==> config.mk <==
export PLATFORM = sky130hd
export DESIGN_NAME = hms_sequencer
export DESIGN_NICKNAME = d
export VERILOG_FILES = /design/src/logic/hms_sequencer.v
export VERILOG_INCLUDE_DIRS = /design/src /design/src/logic
export SDC_FILE = /design/constraint.sdc
export NUM_CORES = 1
export LEC_CHECK = 0
export BUFFER_PORTS_ARGS = -buffer_cell sky130_fd_sc_hd__buf_2
export CAP_MARGIN = 25
export CORE_MARGIN = 3
export CORE_UTILIZATION = 35
export DETAILED_ROUTE_END_ITERATION = 10
export GPL_ROUTABILITY_DRIVEN = 0
export PLACE_DENSITY = 0.65
export SYNTH_ARGS = -nofsm -noshare
export SYNTH_HDL_FRONTEND = slang
export SYNTH_SLANG_ARGS = --single-unit
==> constraint.sdc <==
create_clock -name sys_clk -period 3.6 [get_ports sys_clk]
set_input_delay 0 -clock sys_clk [delete_from_list [all_inputs] [get_ports sys_clk]]
set_output_delay 0 -clock sys_clk [all_outputs]
set_load 0.03 [all_outputs]
==> src/logic/hms_map.vh <==
// Purpose: constants for the homing method sequencer
// Assumes: included by logic/hms_sequencer.v and by its assertion and bench files
// Notes: byte offsets of the register port, field layout, table codes
`ifndef HMS_MAP_VH
`define HMS_MAP_VH

// ****************************************************************
// register offsets (byte addresses)
// ****************************************************************
`define HMS_ADDR_W 8
`define HMS_OFS_CTRL 8'h00
`define HMS_OFS_STATUS 8'h04
`define HMS_OFS_HOME_OFFSET 8'h08
`define HMS_OFS_USER_POSITION 8'h0c
`define HMS_OFS_IRQ_STAT 8'h10
`define HMS_OFS_IRQ_MASK 8'h14

// ****************************************************************
// control and status fields
// ****************************************************************
`define HMS_CTRL_START 0
`define HMS_CTRL_ABORT 1
`define HMS_METHOD_LO 8
`define HMS_METHOD_HI 13
`define HMS_METHOD_RST 6'h00
`define HMS_ST_BUSY 0
`define HMS_ST_DONE 1
`define HMS_ST_FAIL 2
`define HMS_ST_REFUSED 3
`define HMS_IRQ_W 3
`define HMS_IRQ_DONE 0
`define HMS_IRQ_FAIL 1
`define HMS_IRQ_REFUSED 2
`define HMS_IRQ_RST 3'h0
`define HMS_POS_RST 32'h0000_0000
`define HMS_RDATA_RST 32'h0000_0000
`define HMS_SYNC_RST 3'h0

// ****************************************************************
// homing method numbers
// ****************************************************************
`define HMS_M27 6'h1b
`define HMS_M28 6'h1c
`define HMS_M29 6'h1d
`define HMS_M30 6'h1e
`define HMS_M33 6'h21
`define HMS_M34 6'h22
`define HMS_M35 6'h23

// ****************************************************************
// trajectory table: method index, path, step, segment
// ****************************************************************
`define HMS_MI_27 3'h0
`define HMS_MI_28 3'h1
`define HMS_MI_29 3'h2
`define HMS_MI_30 3'h3
`define HMS_MI_33 3'h6
`define HMS_MI_34 3'h7
`define HMS_P_NORM 2'h0
`define HMS_P_LIM 2'h1
`define HMS_P_ACT 2'h2
`define HMS_S0 2'h0
`define HMS_S1 2'h1
`define HMS_S2 2'h2
`define HMS_S3 2'h3
`define HMS_EV_RISE 2'h0
`define HMS_EV_FALL 2'h1
`define HMS_EV_IDX 2'h2
`define HMS_FWD 1'b0
`define HMS_REV 1'b1
`define HMS_LO 1'b0
`define HMS_HI 1'b1
`define HMS_SEG_NONE 5'h00
`define HMS_SEG(d, s, e) {1'b1, d, s, e}

`endif

==> src/logic/hms_sequencer.v <==
// Purpose: homing sequencer for methods 27 to 30, 33, 34 and 35
// Assumes: switch, limit and index inputs asynchronous to sys_clk
// Notes: motion profile (ramps) belongs to the drive; this block
// Notes: only commands direction, speed class and stop points
`timescale 1ns/1ns
`default_nettype none
`include "hms_map.vh"

module hms_sequencer #(
	parameter POS_W = 32
) (
	// clock and reset
	input wire sys_clk,
	input wire rst_n,
	// register port
	input wire [`HMS_ADDR_W-1:0] reg_addr,
	input wire [31:0] reg_wdata,
	input wire reg_wr,
	input wire reg_rd,
	output reg [31:0] reg_rdata,
	// field inputs
	input wire home_switch,
	input wire rev_limit,
	input wire index_pulse,
	// motion commands, position preset, completion and interrupt
	output reg motion_run,
	output reg motion_rev,
	output reg motion_high_speed,
	output reg position_preset,
	output reg [POS_W-1:0] user_position,
	output reg home_done_output,
	output wire irq
);

	// ****************************************************************
	// synchronisers and edge strobes
	// ****************************************************************
	reg [2:0] sync1;
	reg [2:0] sync2;
	reg [2:0] sync3;
	wire hs_lvl = sync2[0];
	wire lim_lvl = sync2[1];
	wire hs_rise = sync2[0] & ~sync3[0];
	wire hs_fall = ~sync2[0] & sync3[0];
	wire idx_rise = sync2[2] & ~sync3[2];

	always @(posedge sys_clk or negedge rst_n) begin
		if (!rst_n) begin
			sync1 <= `HMS_SYNC_RST;
			sync2 <= `HMS_SYNC_RST;
			sync3 <= `HMS_SYNC_RST;
		end else begin
			// first stage is read by the second stage only
			sync1 <= {index_pulse, rev_limit, home_switch};
			sync2 <= sync1;
			sync3 <= sync2;
		end
	end

	// ****************************************************************
	// trajectory table
	// ****************************************************************
	// segment = {valid, reverse, high speed, stop event}
	function [4:0] seg_of;
		input [2:0] mi;
		input [1:0] pth;
		input [1:0] stp;
		begin
			case ({mi, pth, stp})
			{`HMS_MI_27, `HMS_P_NORM, `HMS_S0}:
				seg_of = `HMS_SEG(`HMS_REV, `HMS_HI, `HMS_EV_RISE);
			{`HMS_MI_27, `HMS_P_NORM, `HMS_S1}:
				seg_of = `HMS_SEG(`HMS_FWD, `HMS_LO, `HMS_EV_FALL);
			{`HMS_MI_27, `HMS_P_LIM, `HMS_S0}:
				seg_of = `HMS_SEG(`HMS_FWD, `HMS_HI, `HMS_EV_RISE);
			{`HMS_MI_27, `HMS_P_LIM, `HMS_S1}:
				seg_of = `HMS_SEG(`HMS_FWD, `HMS_LO, `HMS_EV_FALL);
			{`HMS_MI_27, `HMS_P_LIM, `HMS_S2}:
				seg_of = `HMS_SEG(`HMS_REV, `HMS_LO, `HMS_EV_RISE);
			{`HMS_MI_27, `HMS_P_LIM, `HMS_S3}:
				seg_of = `HMS_SEG(`HMS_FWD, `HMS_LO, `HMS_EV_FALL);
			{`HMS_MI_27, `HMS_P_ACT, `HMS_S0}:
				seg_of = `HMS_SEG(`HMS_FWD, `HMS_LO, `HMS_EV_FALL);
			{`HMS_MI_28, `HMS_P_NORM, `HMS_S0}:
				seg_of = `HMS_SEG(`HMS_REV, `HMS_HI, `HMS_EV_RISE);
			{`HMS_MI_28, `HMS_P_NORM, `HMS_S1}:
				seg_of = `HMS_SEG(`HMS_FWD, `HMS_LO, `HMS_EV_FALL);
			{`HMS_MI_28, `HMS_P_NORM, `HMS_S2}:
				seg_of = `HMS_SEG(`HMS_REV, `HMS_LO, `HMS_EV_RISE);
			{`HMS_MI_28, `HMS_P_LIM, `HMS_S0}:
				seg_of = `HMS_SEG(`HMS_FWD, `HMS_HI, `HMS_EV_RISE);
			{`HMS_MI_28, `HMS_P_LIM, `HMS_S1}:
				seg_of = `HMS_SEG(`HMS_FWD, `HMS_LO, `HMS_EV_FALL);
			{`HMS_MI_28, `HMS_P_LIM, `HMS_S2}:
				seg_of = `HMS_SEG(`HMS_REV, `HMS_LO, `HMS_EV_RISE);
			{`HMS_MI_28, `HMS_P_ACT, `HMS_S0}:
				seg_of = `HMS_SEG(`HMS_FWD, `HMS_LO, `HMS_EV_FALL);
			{`HMS_MI_28, `HMS_P_ACT, `HMS_S1}:
				seg_of = `HMS_SEG(`HMS_REV, `HMS_LO, `HMS_EV_RISE);
			{`HMS_MI_29, `HMS_P_NORM, `HMS_S0}:
				seg_of = `HMS_SEG(`HMS_REV, `HMS_HI, `HMS_EV_FALL);
			{`HMS_MI_29, `HMS_P_NORM, `HMS_S1}:
				seg_of = `HMS_SEG(`HMS_FWD, `HMS_LO, `HMS_EV_RISE);
			{`HMS_MI_29, `HMS_P_LIM, `HMS_S0}:
				seg_of = `HMS_SEG(`HMS_FWD, `HMS_HI, `HMS_EV_RISE);
			{`HMS_MI_29, `HMS_P_LIM, `HMS_S1}:
				seg_of = `HMS_SEG(`HMS_REV, `HMS_LO, `HMS_EV_FALL);
			{`HMS_MI_29, `HMS_P_LIM, `HMS_S2}:
				seg_of = `HMS_SEG(`HMS_FWD, `HMS_LO, `HMS_EV_RISE);
			{`HMS_MI_29, `HMS_P_ACT, `HMS_S0}:
				seg_of = `HMS_SEG(`HMS_REV, `HMS_LO, `HMS_EV_FALL);
			{`HMS_MI_29, `HMS_P_ACT, `HMS_S1}:
				seg_of = `HMS_SEG(`HMS_FWD, `HMS_LO, `HMS_EV_RISE);
			{`HMS_MI_30, `HMS_P_NORM, `HMS_S0}:
				seg_of = `HMS_SEG(`HMS_REV, `HMS_HI, `HMS_EV_RISE);
			{`HMS_MI_30, `HMS_P_NORM, `HMS_S1}:
				seg_of = `HMS_SEG(`HMS_REV, `HMS_LO, `HMS_EV_FALL);
			{`HMS_MI_30, `HMS_P_NORM, `HMS_S2}:
				seg_of = `HMS_SEG(`HMS_FWD, `HMS_LO, `HMS_EV_RISE);
			{`HMS_MI_30, `HMS_P_NORM, `HMS_S3}:
				seg_of = `HMS_SEG(`HMS_REV, `HMS_LO, `HMS_EV_FALL);
			{`HMS_MI_30, `HMS_P_LIM, `HMS_S0}:
				seg_of = `HMS_SEG(`HMS_FWD, `HMS_HI, `HMS_EV_RISE);
			{`HMS_MI_30, `HMS_P_LIM, `HMS_S1}:
				seg_of = `HMS_SEG(`HMS_REV, `HMS_LO, `HMS_EV_FALL);
			{`HMS_MI_30, `HMS_P_ACT, `HMS_S0}:
				seg_of = `HMS_SEG(`HMS_REV, `HMS_LO, `HMS_EV_FALL);
			// index searches ignore the switch
			{`HMS_MI_33, `HMS_P_NORM, `HMS_S0}:
				seg_of = `HMS_SEG(`HMS_REV, `HMS_LO, `HMS_EV_IDX);
			{`HMS_MI_34, `HMS_P_NORM, `HMS_S0}:
				seg_of = `HMS_SEG(`HMS_FWD, `HMS_LO, `HMS_EV_IDX);
			default:
				seg_of = `HMS_SEG_NONE;
			endcase
		end
	endfunction

	// ****************************************************************
	// registers and decode
	// ****************************************************************
	localparam ST_IDLE = 1'b0;
	localparam ST_RUN = 1'b1;

	reg [5:0] homing_method_select;
	reg [POS_W-1:0] home_offset;
	reg [`HMS_IRQ_W-1:0] irq_stat;
	reg [`HMS_IRQ_W-1:0] irq_mask;
	reg state;
	reg [2:0] midx;
	reg [1:0] path;
	reg [1:0] step;
	reg failed;
	reg refused;

	wire wr_ctrl = reg_wr && reg_addr == `HMS_OFS_CTRL;
	wire start_req = wr_ctrl && reg_wdata[`HMS_CTRL_START];
	wire abort_req = wr_ctrl && reg_wdata[`HMS_CTRL_ABORT];
	wire [5:0] new_method = reg_wdata[`HMS_METHOD_HI:`HMS_METHOD_LO];
	wire [4:0] seg = seg_of(midx, path, step);
	wire [4:0] seg_next = seg_of(midx, path, step + 2'h1);
	wire [1:0] seg_ev = seg[1:0];
	wire seg_rev = seg[3];
	wire ev_hit = (seg_ev == `HMS_EV_RISE && hs_rise) ||
		(seg_ev == `HMS_EV_FALL && hs_fall) ||
		(seg_ev == `HMS_EV_IDX && idx_rise);
	// only the switch methods have a limit branch
	wire sw_method = midx <= `HMS_MI_30;
	wire lim_hit = lim_lvl && seg_rev;

	// methods outside the table, 31 and 32 among them, are refused
	reg method_ok;
	reg [2:0] next_midx;
	always @* begin
		method_ok = 1'b1;
		next_midx = `HMS_MI_27;
		case (new_method)
		`HMS_M27: next_midx = `HMS_MI_27;
		`HMS_M28: next_midx = `HMS_MI_28;
		`HMS_M29: next_midx = `HMS_MI_29;
		`HMS_M30: next_midx = `HMS_MI_30;
		`HMS_M33: next_midx = `HMS_MI_33;
		`HMS_M34: next_midx = `HMS_MI_34;
		`HMS_M35: next_midx = `HMS_MI_27;
		default: method_ok = 1'b0;
		endcase
	end

	// ****************************************************************
	// sequencer
	// ****************************************************************
	reg ev_done;
	reg ev_fail;
	reg ev_refused;

	always @(posedge sys_clk or negedge rst_n) begin
		if (!rst_n) begin
			state <= ST_IDLE;
			midx <= `HMS_MI_27;
			path <= `HMS_P_NORM;
			step <= `HMS_S0;
			homing_method_select <= `HMS_METHOD_RST;
			home_done_output <= 1'b0;
			failed <= 1'b0;
			refused <= 1'b0;
			position_preset <= 1'b0;
			user_position <= `HMS_POS_RST;
			ev_done <= 1'b0;
			ev_fail <= 1'b0;
			ev_refused <= 1'b0;
		end else begin
			position_preset <= 1'b0;
			ev_done <= 1'b0;
			ev_fail <= 1'b0;
			ev_refused <= 1'b0;
			if (wr_ctrl)
				homing_method_select <= new_method;
			case (state)
			ST_IDLE: begin
				if (start_req && !method_ok) begin
					refused <= 1'b1;
					home_done_output <= 1'b0;
					ev_refused <= 1'b1;
				end else if (start_req && new_method == `HMS_M35) begin
					user_position <= home_offset;
					position_preset <= 1'b1;
					home_done_output <= 1'b1;
					failed <= 1'b0;
					refused <= 1'b0;
					ev_done <= 1'b1;
				end else if (start_req) begin
					state <= ST_RUN;
					midx <= next_midx;
					step <= `HMS_S0;
					// switch already on at start picks the short path
					if (next_midx <= `HMS_MI_30 && hs_lvl)
						path <= `HMS_P_ACT;
					else
						path <= `HMS_P_NORM;
					home_done_output <= 1'b0;
					failed <= 1'b0;
					refused <= 1'b0;
				end
			end
			ST_RUN: begin
				if (abort_req) begin
					state <= ST_IDLE;
					failed <= 1'b1;
					ev_fail <= 1'b1;
				end else if (lim_hit) begin
					if (sw_method && path == `HMS_P_NORM) begin
						path <= `HMS_P_LIM;
						step <= `HMS_S0;
					end else begin
						// a second limit, a limit on the active path or a limit in the reverse index search (method 33) means no home was found
						state <= ST_IDLE;
						failed <= 1'b1;
						ev_fail <= 1'b1;
					end
				end else if (ev_hit) begin
					if (seg_next[4] && step != `HMS_S3)
						step <= step + 2'h1;
					else begin
						state <= ST_IDLE;
						home_done_output <= 1'b1;
						ev_done <= 1'b1;
					end
				end
			end
			default: state <= ST_IDLE;
			endcase
		end
	end

	// stop takes effect on the event edge itself, no extra cycle
	always @* begin
		motion_run = state == ST_RUN && !ev_hit && !lim_hit;
		motion_rev = motion_run && seg_rev;
		motion_high_speed = motion_run && seg[2];
	end

	// ****************************************************************
	// register writes, interrupts and read port
	// ****************************************************************
	wire [`HMS_IRQ_W-1:0] irq_events = {ev_refused, ev_fail, ev_done};
	wire [`HMS_IRQ_W-1:0] irq_clr = (reg_wr &&
		reg_addr == `HMS_OFS_IRQ_STAT) ? reg_wdata[`HMS_IRQ_W-1:0] :
		`HMS_IRQ_RST;

	always @(posedge sys_clk or negedge rst_n) begin
		if (!rst_n) begin
			home_offset <= `HMS_POS_RST;
			irq_stat <= `HMS_IRQ_RST;
			irq_mask <= `HMS_IRQ_RST;
			reg_rdata <= `HMS_RDATA_RST;
		end else begin
			if (reg_wr && reg_addr == `HMS_OFS_HOME_OFFSET)
				home_offset <= reg_wdata[POS_W-1:0];
			if (reg_wr && reg_addr == `HMS_OFS_IRQ_MASK)
				irq_mask <= reg_wdata[`HMS_IRQ_W-1:0];
			// a new event outranks a clear in the same cycle
			irq_stat <= (irq_stat & ~irq_clr) | irq_events;
			reg_rdata <= `HMS_RDATA_RST;
			if (reg_rd) begin
				case (reg_addr)
				`HMS_OFS_CTRL:
					reg_rdata[`HMS_METHOD_HI:`HMS_METHOD_LO] <=
						homing_method_select;
				`HMS_OFS_STATUS:
					reg_rdata[`HMS_ST_REFUSED:`HMS_ST_BUSY] <=
						{refused, failed, home_done_output, state};
				`HMS_OFS_HOME_OFFSET:
					reg_rdata[POS_W-1:0] <= home_offset;
				`HMS_OFS_USER_POSITION:
					reg_rdata[POS_W-1:0] <= user_position;
				`HMS_OFS_IRQ_STAT:
					reg_rdata[`HMS_IRQ_W-1:0] <= irq_stat;
				`HMS_OFS_IRQ_MASK:
					reg_rdata[`HMS_IRQ_W-1:0] <= irq_mask;
				default:
					reg_rdata <= `HMS_RDATA_RST;
				endcase
			end
		end
	end

	assign irq = |(irq_stat & irq_mask);

endmodule // hms_sequencer

`default_nettype wire

==> impl_results.md, run 1 <==
* Diodes inserted at 0
* Cells after synthesis at 465
* Crit path cell chain: inv_1 -> ha_1 -> inv_1 -> o311ai_0 -> o221ai_1 -> mux2_2 -> nor3_1 -> and3_1 -> buf_2
* Buf/Inv on CP at 3
* Layout Skew at 10.1 ps
* Sw Share at 24.9%
* Die area at 18200 sq um
* Via/cell ratio at 5.13
* Post-CTS sizing at 0
* Comb power frac at 10.2%
* First-pass GRT wire length at 23.6 mm
* Leak at 0.00376 uW
* Largest net degree at the start of global routing at 49
* Number of flops mapped to enable cells by yosys at 0
* Startpoint Class: flip-flop
* Tcrit/Tclk final at 82.9%
* CP Max Fanout at 7
* Clock transition at path regs at 60 ps
* Synth area leaders: dfrtp_1, mux2_2, a22oi_1
* Area Growth Syn to Fin at 30.9%
* Clock sink count at 131
* Worst setup EP type: primary output
* DR DRC count at 0
* WL per Instance at 16.9 um
* Tot GR Track Use at 16.6%
* CP Class: flip-flop to primary output
* CP most frequent cell: inv_1
* Adder-cell area share of the yosys netlist at 1.29%
* GRT overflow at 0
* Seq/Total Area, Yosys at 56.5%
* Critical path origin: step[0]$_DFFE_PN0P_
* Setup Viol. Count Final at 0
* Fin crit period at 2980 ps
* Maximum VDD drop at 437 uV
* Latest clock arrival within the worst-skew pair at 430 ps
* H-tree depth at 4
* Fin cells at 846
* Max_cap viols at 0
* Ys async rst share at 100%
* Area fraction of the dominant cell type after synthesis at 56.5%
* Power Density at 503 nW/um^2
* Hold WC Path Type: primary input to flip-flop
* Slew Limit Fails at 0
* IO Pins at 117
* Die width at 135 um
* Wirelength, routed at 14.3 mm
* Yosys top cell by area: dfrtp_1
* Status: complete, no violations
* Number of global-route vias before repair at 4633
* DP Cell Count at 777
* Antenna Nets Post-Route at 0
* CP peak stage delay at 460 ps
* Final WS setup at 616 ps
* Final Cell Area at 7590 sq um
* Hold Violations, Final at 0
* Worst path top cell family by delay: compound AO/OA/AOI/OAI gates
* Worst-margin pin slew at 841 ps
* Initial Util at 36.1%
* DRT Pass-1 Iters at 4
* Yosys cell types at 60
* Compound-Gate Fraction of Synth Area at 11.9%
* Pint at 2870 uW
* Num CTS Buffers at 17
* Fin nets at 670
* Hold Startpoint: reg_addr[6]
* Synth Area in XOR/XNOR at 0%
* Area after DPL at 6590 sq um
* Syn Nets at 518
* Total number of vias at 4338
* Post-synthesis mux area share at 16.9%
* Initial antenna violation count at 0
* Mean post-synth cell area at 12.5 sq um
* Post-DP HPWL at 9.69 mm
* RSZ-0062 raised after global routing: no
* Reg2reg start: step[0]$_DFFE_PN0P_
* Number of buffers added on ports at 116
* Fmax at 0.335 GHz
* Share of layout cells above drive strength 1 at 37.0%
* Slew HR at 43.8%
* Setup tns final at 0 ps
* Worst Path Required at 3600 ps
* DIE HEIGHT at 135 um
* Clock power frac at 48.0%
* CP max-delay cell: dfrtp_1
* Netlist Area Pre-Place at 5800 sq um
* Root buf cell: clkbuf_16
* Crit path DAT at 2980 ps
* Min Hold Slack at 50.5 ps
* CTS Buffer Depth at 2
* Synthesized flop and latch total at 131
* DP Worst Slack at 1050 ps
* Main combinational cell family by area after synthesis: multiplexers
* CTS tree: yes
* NetSw at 950 uW
* Post-synthesis simple-gate area fraction at 10.8%
* 1st-iter DRT viols at 284
* Most used DFF post-synth: dfrtp_1
* Core Area at 16100 sq um
* Ys Warns at 0
* Site row count at 46
* Reg power frac at 41.8%
## per-layer routing
metal  global-route usage [%]  vias up  share of wire [%]
met5                        0        -                  0
met4                     7.07        0                2.0
met3                     4.43       25                5.9
met2                     26.5      124                 48
met1                     21.4     2176                 44
li1                         -     2013                  -
## power by group through the flow
stage                     Clock (uW)  Sequential (uW)  Combinational (uW)
after floorplan                    0             1600                 234
after global placement             0             1620                 339
after detailed placement           0             1620                 354
after CTS                       1880             1590                 389
after global routing            1950             1610                 431
final                           1830             1600                 387
## kinds of logic after synthesis
group                    count (synthesis)
AO/OA/AOI/OAI                           95
AND/OR/NAND/NOR                        109
adder cells (fa/ha/maj)                  6
multiplexers                            88
flip-flops                             131
buffers and inverters                   36
## timing repair
item | CTS | global route
hold buffers | 37 | 0
setup buffers | 0 | 0
endpoints found under the hold margin | 98 | 0
## per-stage QoR
| stage | power [uW] | utilization, % |
|---|---|---|
| floorplan | 1830 | - |
| global placement | 1960 | 41.0 |
| detailed placement | 1970 | 41.0 |
| CTS | 3860 | 47.3 |
| global route | 3990 | 47.3 |
| finish | 3820 | 47.3 |
## state kept, by name (all words and copies together) (netlist names), 3 cells and up
register / count
homing_method_select: 6
sync1: 3
midx: 3
irq_stat: 3
sync2: 3
reg_rdata: 32
home_offset: 32
irq_mask: 3
user_position: 32
## cells in the mapped netlist (all sizes together) (2+ instances only)
master   instances
dfrtp          131
mux2            78
nor2            28
a22oi           26
nor2b           26
clkbuf          17
nand2           17
a21oi           16
a31oi           11
mux2i           10
buf              9
inv              9
a21o             7
ha               6
nand3            5
nor3             5
o21ai            5
and3             4
a211oi           3
a32oi            3
nand4            3
nor4             3
nor4b            3
o211ai           3
a2111oi          2
a2bb2oi          2
a311oi           2
a41oi            2
and2             2
nand2b           2
nand3b           2
o22a             2
o22ai            2
or4b             2
## placed cells by master (no fill, tap or decap), drive strengths merged, types with 4 or more instances in the layout
cell / count
dfrtp: 131
buf: 122
mux2: 78
dlygate4sd3: 37
nor2: 28
nor2b: 26
a22oi: 26
clkbuf: 18
nand2: 17
a21oi: 16
inv: 13
a31oi: 11
mux2i: 10
a21o: 7
ha: 6
nand3: 5
nor3: 5
o21ai: 5
clkinv: 5
and3: 4
bufinv: 4
## layout make-up
class / count / area (sq um)
tap: 216 / 270
inverter: 10 / 37.5
timing repair buffer: 159 / 1000
fill: 1472 / 8470
multi-input combinational: 298 / 2370
clock buffer: 18 / 429
clock inverter: 14 / 201
sequential: 131 / 3280
## worst paths after layout
check	endpoint	slack (ps)	depth (start not counted)
worst max-delay path	motion_high_speed	620	9
worst min-delay path	irq_stat[2]$_DFF_PN0_	50	4
worst max register to register	home_done_output$_DFFE_PN0P_	990	8
worst min register to register	sync2[0]$_DFF_PN0_	350	0
max in group asynchronous	reg_rdata[29]$_DFF_PN0_	2580	3
min in group asynchronous	reg_rdata[12]$_DFF_PN0_	60	2
## worst min-delay path: stages
cell	delay, ps
buf_2	140
nor4b_2	110
nand3_1	90
a21o_1	100
Power figures use the tool's default switching activity.
==> inputs of run 2 (changes only) <==
--- a/config.mk
+++ b/config.mk
@@ -12,7 +12,7 @@
 export CORE_UTILIZATION = 35
 export DETAILED_ROUTE_END_ITERATION = 10
 export GPL_ROUTABILITY_DRIVEN = 0
-export PLACE_DENSITY = 0.65
+export PLACE_DENSITY = 0.67
 export SYNTH_ARGS = -nofsm -noshare
 export SYNTH_HDL_FRONTEND = slang
 export SYNTH_SLANG_ARGS = --single-unit
==> constraint.sdc (replaced) <==
create_clock -name sys_clk -period 2.6 [get_ports sys_clk]
set_input_delay 0 -clock sys_clk [delete_from_list [all_inputs] [get_ports sys_clk]]
set_output_delay 0 -clock sys_clk [all_outputs]
set_load 0.03 [all_outputs]
==> impl_results.md, run 2 (same netlist as run 1, synthesis figures left out) <==
* Largest net degree at the start of global routing at 64
* Tcrit/Tclk final at 95.2%
* Via/cell ratio at 5.17
* Leading cell type in the layout, fill and taps excluded: dfrtp_1
* IO Pins at 117
* Fin nets at 679
* Layout Skew at 9.03 ps
* Final WS setup at 126 ps
* Core Area at 16100 sq um
* DP Worst Slack at 7.05 ps
* Setup tns final at 0 ps
* Die width at 135 um
* Antenna Nets Post-Route at 0
* Fin crit period at 2470 ps
* DRT Pass-1 Iters at 5
* CP peak stage delay at 460 ps
* CTS tree: yes
* Startpoint Class: flip-flop
* Fmax at 0.404 GHz
* Sw Share at 23.8%
* Global Route met2 Usage at 28.9%
* DP Cell Count at 785
* Slew Limit Fails at 0
* GRT overflow at 0
* Total number of vias at 4412
* Pint at 4090 uW
* Clock sink count at 131
* Number of buffers added on ports at 116
* Crit path DAT at 2470 ps
* Number of global-route vias before repair at 4630
* DR DRC count at 0
* Total chip power at 5370 uW
* Biggest regs: home_offset x32, reg_rdata x32, user_position x32
* Site row count at 46
* Reg power frac at 41.4%
* Latest clock arrival within the worst-skew pair at 420 ps
* Root buf cell: clkbuf_16
* Hold WC Path Type: primary input to flip-flop
* Diodes inserted at 0
* Crit path cell chain: inv_4 -> ha_4 -> inv_1 -> o311ai_4 -> o221ai_2 -> mux2_4 -> nor3_2 -> and3_1 -> buf_4
* Hold Violations, Final at 0
* Worst setup EP type: primary output
* CP Max Fanout at 7
* Clock power frac at 47.4%
* Leak at 0.00381 uW
* CP Class: flip-flop to primary output
* Status: complete, no violations
* Comb power frac at 11.2%
* Initial antenna violation count at 0
* Initial Util at 36.1%
* Met1 GRT Util at 21.8%
* Max_cap viols at 0
* Wirelength, routed at 15.1 mm
* CP max-delay cell: dfrtp_2
* 1st-iter DRT viols at 339
* Worst Path Required at 2600 ps
* Maximum VDD drop at 409 uV
* Layer with the highest usage: met2
* CTS Buffer Depth at 2
* H-tree depth at 4
* Setup Viol. Count Final at 0
* Most frequent cells in the layout: dfrtp_1, buf_2, mux2_2, dlygate4sd3_1
* Min Hold Slack at 88.6 ps
* Fin cells at 854
* Worst-margin pin slew at 828 ps
* Post-DP HPWL at 10.1 mm
* Tot GR Track Use at 17.3%
* Met3 Use GR at 4.77%
* Area Growth Syn to Fin at 33.7%
* WL per Instance at 17.7 um
* First-pass GRT wire length at 24.7 mm
* Slew HR at 44.8%
* Clock transition at path regs at 60 ps
* Num CTS Buffers at 17
* Power Density at 692 nW/um^2
* NetSw at 1280 uW
* Share of layout cells above drive strength 1 at 40.0%
* Die area at 18200 sq um
* DIE HEIGHT at 135 um
==> run 2: power groups by stage <==
stage	sequential (uW)	clock, uW	combinational (uW)
2_1_floorplan	2220	0	329
3_3_place_gp	2240	0	478
3_5_place_dp	2240	0	505
4_1_cts	2220	2600	582
5_1_grt	2230	2700	655
6_report	2220	2550	599
==> run 2: worst paths after layout <==
path,from,endpoint,slack [ps],depth (start not counted)
worst max-delay path,step[0]$_DFFE_PN0P_,motion_high_speed,130,9
worst min-delay path,reg_addr[6],reg_rdata[1]$_DFF_PN0_,90,4
worst max register to register,state$_DFF_PN0_,step[0]$_DFFE_PN0P_,290,6
worst min register to register,sync1[1]$_DFF_PN0_,sync2[1]$_DFF_PN0_,350,0
max in group asynchronous,rst_n,user_position[20]$_DFFE_PN0P_,1580,3
min in group asynchronous,rst_n,reg_rdata[12]$_DFF_PN0_,220,2
==> run 2: layout make-up <==
cell class,count,area [sq um]
clock buffer,22,484
clock inverter,9,151
fill,1435,8300
inverter,10,40.0
multi-input combinational,298,2440
sequential,131,3280
tap,216,270
timing repair buffer,168,1090
==> run 2: what timing repair did <==
action | in CTS | in global routing
setup buffers | 1 | 1
hold buffers | 36 | 0
setup endpoints to repair | 3 | 3
resized for setup | 13 | 5
endpoints found under the hold margin | 113 | 0
pin swaps | 1 | 2
==> run 2: metal layers <==
layer / wire, um / share of wire [%]
met3: 1020 / 6.7
met4: 133 / 0.88
met1: 6370 / 42
met2: 7600 / 50
met5: 0 / 0
==> run 2: worst max-delay path, delay by kind of cell (launching register included) <==
kind,cells,cell delay [ps]
flip-flops,1,460
AO/OA/AOI/OAI,2,410
multiplexers,1,350
AND/OR/NAND/NOR,2,350
buffers and inverters,3,320
adder cells (fa/ha/maj),1,160
==> run 2: through the flow <==
| step | utilization, % | instance area [sq um] |
|---|---|---|
| after floorplan | - | 5810 |
| after global placement | 41.6 | 6680 |
| after detailed placement | 41.6 | 6680 |
| after CTS | 48.2 | 7730 |
| after global routing | 48.3 | 7750 |
| final | 48.3 | 7750 |
